**src/common/irqrt_pkg.sv**
```systemverilog
// Package for the interrupt response timing block: register map, vectors,
// reset values and timing constants.
// Assumes a 32-bit Avalon-MM slave port and a 100 MHz system clock.
package irqrt_pkg;

  // Register word offsets (byte addresses)
  localparam logic [3:0] IRQRT_OFF_ENABLE   = 4'h0;
  localparam logic [3:0] IRQRT_OFF_PRIORITY = 4'h4;
  localparam logic [3:0] IRQRT_OFF_CONTROL  = 4'h8;
  localparam logic [3:0] IRQRT_OFF_STATUS   = 4'hc;

  // Enable register fields
  localparam int IRQRT_EN_EXT_A   = 0;
  localparam int IRQRT_EN_TMR_A   = 1;
  localparam int IRQRT_EN_EXT_B   = 2;
  localparam int IRQRT_EN_TMR_B   = 3;
  localparam int IRQRT_EN_EXT_C   = 4;
  localparam int IRQRT_EN_EXT_D   = 5;
  localparam int IRQRT_EN_GLOBAL  = 7;

  // Control register fields: trigger types and software flag set
  localparam int IRQRT_CTL_TRIG_A = 0;
  localparam int IRQRT_CTL_TRIG_B = 1;
  localparam int IRQRT_CTL_TRIG_C = 2;
  localparam int IRQRT_CTL_TRIG_D = 3;
  localparam int IRQRT_CTL_SET_TA = 8;
  localparam int IRQRT_CTL_SET_TB = 9;

  localparam logic [7:0] IRQRT_ENABLE_RST   = 8'h00;
  localparam logic [7:0] IRQRT_PRIORITY_RST = 8'h00;
  localparam logic [3:0] IRQRT_TRIG_RST     = 4'h0;

  // Source indices in fixed polling order
  localparam int IRQRT_NSRC = 6;
  localparam logic [2:0] IRQRT_SRC_EXT_A = 3'h0;
  localparam logic [2:0] IRQRT_SRC_TMR_A = 3'h1;
  localparam logic [2:0] IRQRT_SRC_EXT_B = 3'h2;
  localparam logic [2:0] IRQRT_SRC_TMR_B = 3'h3;
  localparam logic [2:0] IRQRT_SRC_EXT_C = 3'h4;
  localparam logic [2:0] IRQRT_SRC_EXT_D = 3'h5;

  // Vector addresses
  localparam logic [15:0] IRQRT_VEC_EXT_A = 16'h0003;
  localparam logic [15:0] IRQRT_VEC_TMR_A = 16'h000b;
  localparam logic [15:0] IRQRT_VEC_EXT_B = 16'h0013;
  localparam logic [15:0] IRQRT_VEC_TMR_B = 16'h001b;
  localparam logic [15:0] IRQRT_VEC_EXT_C = 16'h0033;
  localparam logic [15:0] IRQRT_VEC_EXT_D = 16'h003b;

  // Hardware call length in system clocks
  localparam logic [2:0] IRQRT_CALL_CYCLES = 3'h6;

  typedef struct packed {
    logic        grant;
    logic [15:0] vector;
    logic [2:0]  source;
  } irqrt_call_t;

  typedef struct packed {
    logic instr_last;
    logic instr_blocking;
    logic return_from_irq_done;
    logic prog_busy;
  } irqrt_core_t;

endpackage : irqrt_pkg

```
**src/design/irqrt_ctrl.sv**
```systemverilog
// Interrupt response logic: pin sampling, flags, fixed polling, blocking
// conditions, in-service tracking and the six-cycle hardware call.
// Assumes the core sequencer reports instruction boundaries on clk_sys and
// that software reaches the registers over Avalon-MM.
import irqrt_pkg::*;

module irqrt_ctrl (
  // Clock and reset
  input  wire logic               clk_sys,
  input  wire logic               reset_n,
  // External request pins, active low
  input  wire logic [3:0]         ext_req_pin,
  // Timer overflow events, one-cycle pulses
  input  wire logic               timer_a_overflow,
  input  wire logic               timer_b_overflow,
  // Core sequencer status
  input  wire irqrt_pkg::irqrt_core_t core_status,
  // Hardware call towards the core
  output logic                    call_active,
  output irqrt_pkg::irqrt_call_t  call_out,
  // Avalon-MM slave
  input  wire logic [3:0]         avs_address,
  input  wire logic               avs_read,
  input  wire logic               avs_write,
  input  wire logic [31:0]        avs_writedata,
  output logic [31:0]             avs_readdata,
  output logic                    avs_waitrequest
);
  import irqrt_pkg::*;

  typedef enum logic [1:0] {
    IRQRT_IDLE = 2'b00,
    IRQRT_CALL = 2'b01,
    IRQRT_HOLD = 2'b10
  } irqrt_state_t;

  // Fixed vector per source
  function automatic logic [15:0] irqrt_vector(input logic [2:0] src);
    case (src)
      IRQRT_SRC_EXT_A: irqrt_vector = IRQRT_VEC_EXT_A;
      IRQRT_SRC_TMR_A: irqrt_vector = IRQRT_VEC_TMR_A;
      IRQRT_SRC_EXT_B: irqrt_vector = IRQRT_VEC_EXT_B;
      IRQRT_SRC_TMR_B: irqrt_vector = IRQRT_VEC_TMR_B;
      IRQRT_SRC_EXT_C: irqrt_vector = IRQRT_VEC_EXT_C;
      default:         irqrt_vector = IRQRT_VEC_EXT_D;
    endcase
  endfunction : irqrt_vector

  // Pin synchronisers and edge history
  logic [3:0] pin_s1_reg, pin_s1_next;
  logic [3:0] pin_s2_reg, pin_s2_next;
  logic [3:0] pin_prev_reg, pin_prev_next;
  // Flags
  logic [3:0] ext_flag_reg, ext_flag_next;
  logic       tmr_a_flag_reg, tmr_a_flag_next;
  logic       tmr_b_flag_reg, tmr_b_flag_next;
  // Registers
  logic [7:0] enable_reg, enable_next;
  logic [7:0] priority_reg, priority_next;
  logic [3:0] trig_reg, trig_next;
  // In service per level: bit 0 low, bit 1 high
  logic [1:0] inserv_reg, inserv_next;
  // Core side tracking
  logic       hold_one_reg, hold_one_next;
  irqrt_state_t state_reg, state_next;
  logic [2:0] cnt_reg, cnt_next;
  irqrt_call_t call_reg, call_next;
  logic       call_active_reg, call_active_next;
  logic [31:0] rdata_reg, rdata_next;
  logic       ack_reg, ack_next;
  logic       wait_reg, wait_next;

  // Pending sources and selection
  logic [IRQRT_NSRC-1:0] pend;
  logic [IRQRT_NSRC-1:0] en_src;
  logic [IRQRT_NSRC-1:0] prio_src;
  logic       found;
  logic [2:0] sel;
  logic       sel_hi;
  logic       blocked;
  logic       grant;
  logic       wr_acc;
  logic       rd_acc;
  logic [3:0] ext_level;

  always_comb begin
    en_src = {enable_reg[IRQRT_EN_EXT_D], enable_reg[IRQRT_EN_EXT_C],
              enable_reg[IRQRT_EN_TMR_B], enable_reg[IRQRT_EN_EXT_B],
              enable_reg[IRQRT_EN_TMR_A], enable_reg[IRQRT_EN_EXT_A]};
    prio_src = {priority_reg[IRQRT_EN_EXT_D], priority_reg[IRQRT_EN_EXT_C],
                priority_reg[IRQRT_EN_TMR_B], priority_reg[IRQRT_EN_EXT_B],
                priority_reg[IRQRT_EN_TMR_A], priority_reg[IRQRT_EN_EXT_A]};
    // Every flag counts only with its own enable bit and the global enable
    pend = {ext_flag_reg[3], ext_flag_reg[2], tmr_b_flag_reg,
            ext_flag_reg[1], tmr_a_flag_reg, ext_flag_reg[0]}
           & en_src & {IRQRT_NSRC{enable_reg[IRQRT_EN_GLOBAL]}};
    found  = 1'b0;
    sel    = IRQRT_SRC_EXT_A;
    sel_hi = 1'b0;
    // High level first, then fixed polling order within a level
    for (int i = IRQRT_NSRC - 1; i >= 0; i--) begin
      if (pend[i] && prio_src[i] && !inserv_reg[1]) begin
        found  = 1'b1;
        sel    = 3'(i);
        sel_hi = 1'b1;
      end
    end
    if (!found) begin
      for (int i = IRQRT_NSRC - 1; i >= 0; i--) begin
        if (pend[i] && !prio_src[i] && inserv_reg == 2'b00) begin
          found = 1'b1;
          sel   = 3'(i);
        end
      end
    end
    // Polling happens only on an instruction's last cycle
    blocked = !core_status.instr_last
              || core_status.instr_blocking
              || hold_one_reg
              || core_status.prog_busy;
    grant = found && !blocked && state_reg == IRQRT_IDLE;
  end

  assign wr_acc = avs_write && !ack_reg;
  assign rd_acc = avs_read && !ack_reg;

  always_comb begin
    // Two-stage synchroniser, inverted at the flag input
    pin_s1_next   = ext_req_pin;
    pin_s2_next   = pin_s1_reg;
    pin_prev_next = pin_s2_reg;
    ext_level     = ~pin_s2_reg;
    for (int i = 0; i < 4; i++) begin
      if (trig_reg[i]) begin
        ext_flag_next[i] = ext_flag_reg[i];
        if (grant && sel == 3'(i == 0 ? 0 : i == 1 ? 2 : i + 2)) begin
          ext_flag_next[i] = 1'b0;
        end
        // Falling edge sets; set wins over the vectoring clear
        if (pin_prev_reg[i] && !pin_s2_reg[i]) begin
          ext_flag_next[i] = 1'b1;
        end
      end else begin
        ext_flag_next[i] = ext_level[i];
      end
    end

    tmr_a_flag_next = tmr_a_flag_reg;
    tmr_b_flag_next = tmr_b_flag_reg;
    if (grant && sel == IRQRT_SRC_TMR_A) begin
      tmr_a_flag_next = 1'b0;
    end
    if (grant && sel == IRQRT_SRC_TMR_B) begin
      tmr_b_flag_next = 1'b0;
    end
    if (wr_acc && avs_address == IRQRT_OFF_CONTROL) begin
      if (avs_writedata[IRQRT_CTL_SET_TA]) begin
        tmr_a_flag_next = 1'b1;
      end
      if (avs_writedata[IRQRT_CTL_SET_TB]) begin
        tmr_b_flag_next = 1'b1;
      end
    end
    if (timer_a_overflow) begin
      tmr_a_flag_next = 1'b1;
    end
    if (timer_b_overflow) begin
      tmr_b_flag_next = 1'b1;
    end

    enable_next   = enable_reg;
    priority_next = priority_reg;
    trig_next     = trig_reg;
    if (wr_acc) begin
      case (avs_address)
        IRQRT_OFF_ENABLE:   enable_next = avs_writedata[7:0];
        IRQRT_OFF_PRIORITY: priority_next = avs_writedata[7:0];
        IRQRT_OFF_CONTROL:  trig_next = avs_writedata[3:0];
        default: ;
      endcase
    end

    ack_next   = (avs_read || avs_write) && !ack_reg;
    wait_next  = !ack_next;
    rdata_next = 32'h0000_0000;
    if (rd_acc) begin
      case (avs_address)
        IRQRT_OFF_ENABLE:   rdata_next = {24'h000000, enable_reg};
        IRQRT_OFF_PRIORITY: rdata_next = {24'h000000, priority_reg};
        IRQRT_OFF_CONTROL:  rdata_next = {22'h0, tmr_b_flag_reg,
                                          tmr_a_flag_reg, 4'h0, trig_reg};
        IRQRT_OFF_STATUS:   rdata_next = {16'h0000, 2'b00, inserv_reg,
                                          ext_flag_reg, 1'b0,
                                          call_reg.source, 3'h0,
                                          call_active_reg};
        default:            rdata_next = 32'h0000_0000;
      endcase
    end
  end

  always_comb begin
    state_next       = state_reg;
    cnt_next         = cnt_reg;
    call_next        = call_reg;
    call_active_next = call_active_reg;
    inserv_next      = inserv_reg;
    hold_one_next    = hold_one_reg;
    // Only the return-from-irq end marker clears a level
    if (core_status.return_from_irq_done) begin
      if (inserv_reg[1]) begin
        inserv_next[1] = 1'b0;
      end else begin
        inserv_next[0] = 1'b0;
      end
      hold_one_next = 1'b1;
    end else if (hold_one_reg && core_status.instr_last) begin
      hold_one_next = 1'b0;
    end
    case (state_reg)
      IRQRT_IDLE: begin
        if (grant) begin
          state_next       = IRQRT_CALL;
          cnt_next         = IRQRT_CALL_CYCLES;
          call_next.grant  = 1'b1;
          call_next.source = sel;
          call_next.vector = irqrt_vector(sel);
          call_active_next = 1'b1;
          if (sel_hi) begin
            inserv_next[1] = 1'b1;
          end else begin
            inserv_next[0] = 1'b1;
          end
        end
      end
      IRQRT_CALL: begin
        call_next.grant = 1'b0;
        if (cnt_reg == 3'h1) begin
          state_next       = IRQRT_HOLD;
          call_active_next = 1'b0;
        end
        cnt_next = cnt_reg - 3'h1;
      end
      IRQRT_HOLD: begin
        // One idle cycle so the core's first routine instruction starts
        state_next = IRQRT_IDLE;
      end
      default: begin
        state_next = IRQRT_IDLE;
      end
    endcase
  end

  always_ff @(posedge clk_sys or negedge reset_n) begin
    if (!reset_n) begin
      pin_s1_reg      <= 4'hf;
      pin_s2_reg      <= 4'hf;
      pin_prev_reg    <= 4'hf;
      ext_flag_reg    <= 4'h0;
      tmr_a_flag_reg  <= 1'b0;
      tmr_b_flag_reg  <= 1'b0;
      enable_reg      <= IRQRT_ENABLE_RST;
      priority_reg    <= IRQRT_PRIORITY_RST;
      trig_reg        <= IRQRT_TRIG_RST;
      inserv_reg      <= 2'b00;
      hold_one_reg    <= 1'b0;
      state_reg       <= IRQRT_IDLE;
      cnt_reg         <= 3'h0;
      call_reg        <= '0;
      call_active_reg <= 1'b0;
      rdata_reg       <= 32'h0000_0000;
      ack_reg         <= 1'b0;
      wait_reg        <= 1'b1;
    end else begin
      pin_s1_reg      <= pin_s1_next;
      pin_s2_reg      <= pin_s2_next;
      pin_prev_reg    <= pin_prev_next;
      ext_flag_reg    <= ext_flag_next;
      tmr_a_flag_reg  <= tmr_a_flag_next;
      tmr_b_flag_reg  <= tmr_b_flag_next;
      enable_reg      <= enable_next;
      priority_reg    <= priority_next;
      trig_reg        <= trig_next;
      inserv_reg      <= inserv_next;
      hold_one_reg    <= hold_one_next;
      state_reg       <= state_next;
      cnt_reg         <= cnt_next;
      call_reg        <= call_next;
      call_active_reg <= call_active_next;
      rdata_reg       <= rdata_next;
      ack_reg         <= ack_next;
      wait_reg        <= wait_next;
    end
  end

  assign call_active     = call_active_reg;
  assign call_out        = call_reg;
  assign avs_readdata    = rdata_reg;
  // Waitrequest high until the registered answer is ready
  assign avs_waitrequest = wait_reg;

endmodule : irqrt_ctrl

```
**config.mk**
```make
export PLATFORM = sky130hd
export DESIGN_NAME = irqrt_ctrl
export DESIGN_NICKNAME = d
export VERILOG_FILES = /design/src/common/irqrt_pkg.sv /design/src/design/irqrt_ctrl.sv
export SDC_FILE = /design/constraint.sdc
export NUM_CORES = 1
export LEC_CHECK = 0
export BUFFER_PORTS_ARGS = -buffer_cell sky130_fd_sc_hd__buf_2
export CORE_MARGIN = 4
export CORE_UTILIZATION = 35
export DETAILED_ROUTE_END_ITERATION = 7
export GPL_TIMING_DRIVEN = 0
export PLACE_DENSITY = 0.65
export RECOVER_POWER = 100
export SLEW_MARGIN = 20
export SYNTH_ARGS = -nofsm -noshare
export SYNTH_HDL_FRONTEND = slang
export SYNTH_SLANG_ARGS = --single-unit
```
**constraint.sdc**
```tcl
create_clock -name clk_sys -period 4.7 [get_ports clk_sys]
set_input_delay 0.235 -clock clk_sys [delete_from_list [all_inputs] [get_ports clk_sys]]
set_output_delay 0.235 -clock clk_sys [all_outputs]
set_load 0.01 [all_outputs]
```
==> summary.md <==
| Metric | Value |
|---|---|
| Status | `finished with violations` |
| Failing checks | `capacitance limit, slew limit` |
| Setup violations, final | `0` |
| Synthesized cell area | `~0.0033 mm²` |
| P_sw | `505.4 µW` |
| Critical-path maximum fanout | `4` |
| Total core area | `slightly above 0.009 mm²` |
| 1st-iter DRT viols | `88` |
| Fmax achieved | `455.3 MHz` |
| RSZ-0062 raised after global routing | `false` |
| Yosys cell types | `52` |
| Clk root buf | `clkbuf_8` |
| Worst R2R Setup Slack | `roughly 2500 ps` |
| Pin count of the biggest net entering global routing | `47` |
| Startpoint Class | `register` |
| CTS buffer count | `9` |
| Clock group share of total power | `0.286` |
| Final period utilization | `0.4673` |
| Max reg flops | `14` |
| Worst reg2reg path startpoint | `state_reg[1]` |
| Total global-route track usage | `0.1334` |
| Area leader, netlist | `dfrtp_1` |
| Die width | `~110 µm` |
| Placed Area | `approximately 0.0039 mm²` |
| Layout overhead on the synthesized area | `22.03%` |
| Layout net count | `around 440` |
| Initial antenna violation count | `0` |
| Metal-1 WL | `2.964 mm` |
| Final Skew | `11.20 ps` |
| Htree depth | `3` |
| Port Buffer Count | `51` |
| Critical Path End Type | `register` |
| EDFF count, synth | `0` |
| Main area contributors after synthesis | `dfrtp_1 (44%), dfstp_2 (10%), mux2_2 (8.5%)` |
| Sw Ratio | `0.3078` |
| # diodes | `0` |
| Avg Synthesized Cell Area | `11.34 µm²` |
| Crit path cell chain | `or4b_1 > or2_4 > a31oi_1 > mux2_2` |
| Vias | `2408` |
| Worst setup path end | `call_out[6]` |
| Register area | `~0.0018 mm²` |
| CP max stage delay | `610 ps` |
| Routed wl met3 | `414 µm` |
| Setup CP Type | `register to register` |
| Met2 wire len | `3.590 mm` |
| PD cells | `~410 mW/mm²` |
| Share of the synthesized area in the top cell type | `0.4367` |
| Die ar. | `0.01112 mm²` |
| Worst slew pin tran | `approximately 1500 ps` |
| Setup Buffers After CTS | `0` |
| Asr flop ratio synth | `1.000` |
| Max_cap viols | `1` |
| Setup TNS Final | `0 ps` |
| Worst path slowest cell | `or4b_1` |
| Clock tree buffer depth | `2` |
| P_int | `1.137 mW` |
| Yosys reg bits | `71` |
| Final Critical Period | `2196 ps` |
| Vias in the first global route | `2404` |
| ANT nets after route | `0` |
| First-pass GRT wire length | `11.64 mm` |
| Crit path DAT | `2420 ps` |
| HPWL Detailed | `5.432 mm` |
| Logic pwr share | `0.229` |
| DR DRC count | `0` |
| Slew Limit Fails | `26` |
| Total clock sinks | `71` |
| Filler instances | `between 800 and 900` |
| Initial Utilization | `0.3596` |
| Register area share after synthesis | `0.5395` |
| Final Cell Area | `0.004055 mm²` |
| CTS tree | `yes` |
| Avg Vias per Cell | `4.604` |
| WL/cell | `~14 µm` |
| Clk pin slew, worst setup/hold paths | `80 ps` |
| Path depth of the worst reg2reg path | `4` |
| Worst skew pair latency | `350 ps` |
| Syn Inst Count | `293` |
| Commonest non-fill, non-tap cell in the layout | `dfrtp_1` |
| Overflow left after global routing | `0` |
| Leakage power | `approximately 1.9 nW` |
| Top layer reached by signal wires | `met4` |
| Origin of the worst min-delay path | `timer_a_overflow` |
| Dominant synthesized flop cell | `dfrtp_1` |
| Max-slew headroom | `-0.01995` |
| Req. time, crit path | `between 4000 and 5000 ps` |
| Final WL | `7.120 mm` |
| Hold WC Path Type | `primary input to register` |
| Final hold vios | `0` |
| Setup crit start | `state_reg[1]` |
| Max VDD drop | `0.1316 mV` |
| Critical R2R Capture | `call_out[6]` |
| Register share of total power | `0.485` |
| Area of the multi-input gates | `0.001310 mm²` |
| Core Rows | `35` |
| Ratio of cells with drive above 1 in the final layout | `0.2843` |
| Die Height | `105.4 µm` |
| Warnings from Yosys | `0` |
| GPL Wtd Cong | `between 0.9 and 1` |
| First-pass DRT Iterations | `4` |
| Commonest cells after routing, fill and taps aside | `dfrtp_1 (58), clkbuf_1 (34), buf_4 (30)` |
| IO Count | `104` |
## critical path: cells and delay by family (launching register included)
| family | cells | cell delay, ps |
|---|---|---|
| AOI/OAI and AO/OA | 1 | 400 |
| muxes | 1 | 390 |
| DFF | 1 | 390 |
| and+or+nand+nor | 2 | 880 |
## routing by layer
metal | vias to the layer above | track usage
met4 | 0 | 0.06373
met2 | 80 | 0.2268
li1 | 1163 | -
met5 | - | 0
met3 | 14 | 0.03613
met1 | 1151 | 0.1555
## power groups by stage
stage	clock [mW]	combinational (mW)	sequential, mW
after floorplan	0	0.262	0.800
after global placement	0	0.373	0.804
after detailed placement	0	0.387	0.809
after CTS	0.483	0.393	0.799
after global routing	0.513	0.421	0.813
final	0.470	0.376	0.797
## stage by stage
stage	hold slack (ps)	utilization	power, mW	cells	worst slack (ps)
2_1_floorplan	-60.59	-	1.062	321	2856
5_1_grt	93.90	0.4389	1.747	523	2333
4_1_cts	94.18	0.4454	1.675	523	2664
3_3_place_gp	340.2	0.4161	1.177	501	2691
6_report	102.6	0.4389	1.642	523	2504
3_5_place_dp	174.1	0.4194	1.197	502	2688
## cells by family after synthesis
kind of cell               share of synthesized area
AOI/OAI and AO/OA                             0.1141
adders and majority gates                   0.007529
buffers and inverters                        0.09337
DFF                                           0.5395
muxes                                         0.1096
other                                       0.001128
and+or+nand+nor                               0.1348
## area by class of cell
cell class | instances | area share
inverter | 14 | 0.01296
tap | 129 | 0.03980
buffer | 36 | 0.06109
clock inverter | 5 | 0.01450
sequential | 71 | 0.4421
multi-input combinational | 200 | 0.3230
timing repair buffer | 57 | 0.07405
clock buffer | 11 | 0.03240
## worst min path at each step
| stage | end | slack (ps) | cells past startpoint |
|---|---|---|---|
| global route | tmr_a_flag_reg | 90 | 3 |
| global placement | pin_s1_reg[1] | 340 | 1 |
| detailed placement | cnt_reg[2] | 170 | 1 |
| floorplan | ack_reg | -60 | 0 |
| CTS | tmr_a_flag_reg | 90 | 3 |
| finish | tmr_a_flag_reg | 100 | 3 |
## cell usage after synthesis, types with 3 or more instances
master     n
o21ai_1    4
buf_4     30
dfrtp_1   58
dfstp_2   13
a21oi_1   22
mux2_2    25
inv_1     14
mux2i_1    6
nor2b_1    5
and2_1     5
nand3_1    9
nor3_1     7
nand2b_1   4
a21o_1     4
nor2_1    18
nor4_1     3
nand2_1    9
nand3b_1   4
and3b_1    4
o21ai_0    5
clkbuf_1   3
a22oi_1    3
## repair_timing
item / in CTS / in global routing
setup endpoints to repair: 0 / 0
hold buffers: 5 / 0
gates resized for setup: 0 / 0
hold endpoints to repair: 28 / 0
Note: power is estimated with default switching activity, not from simulation.
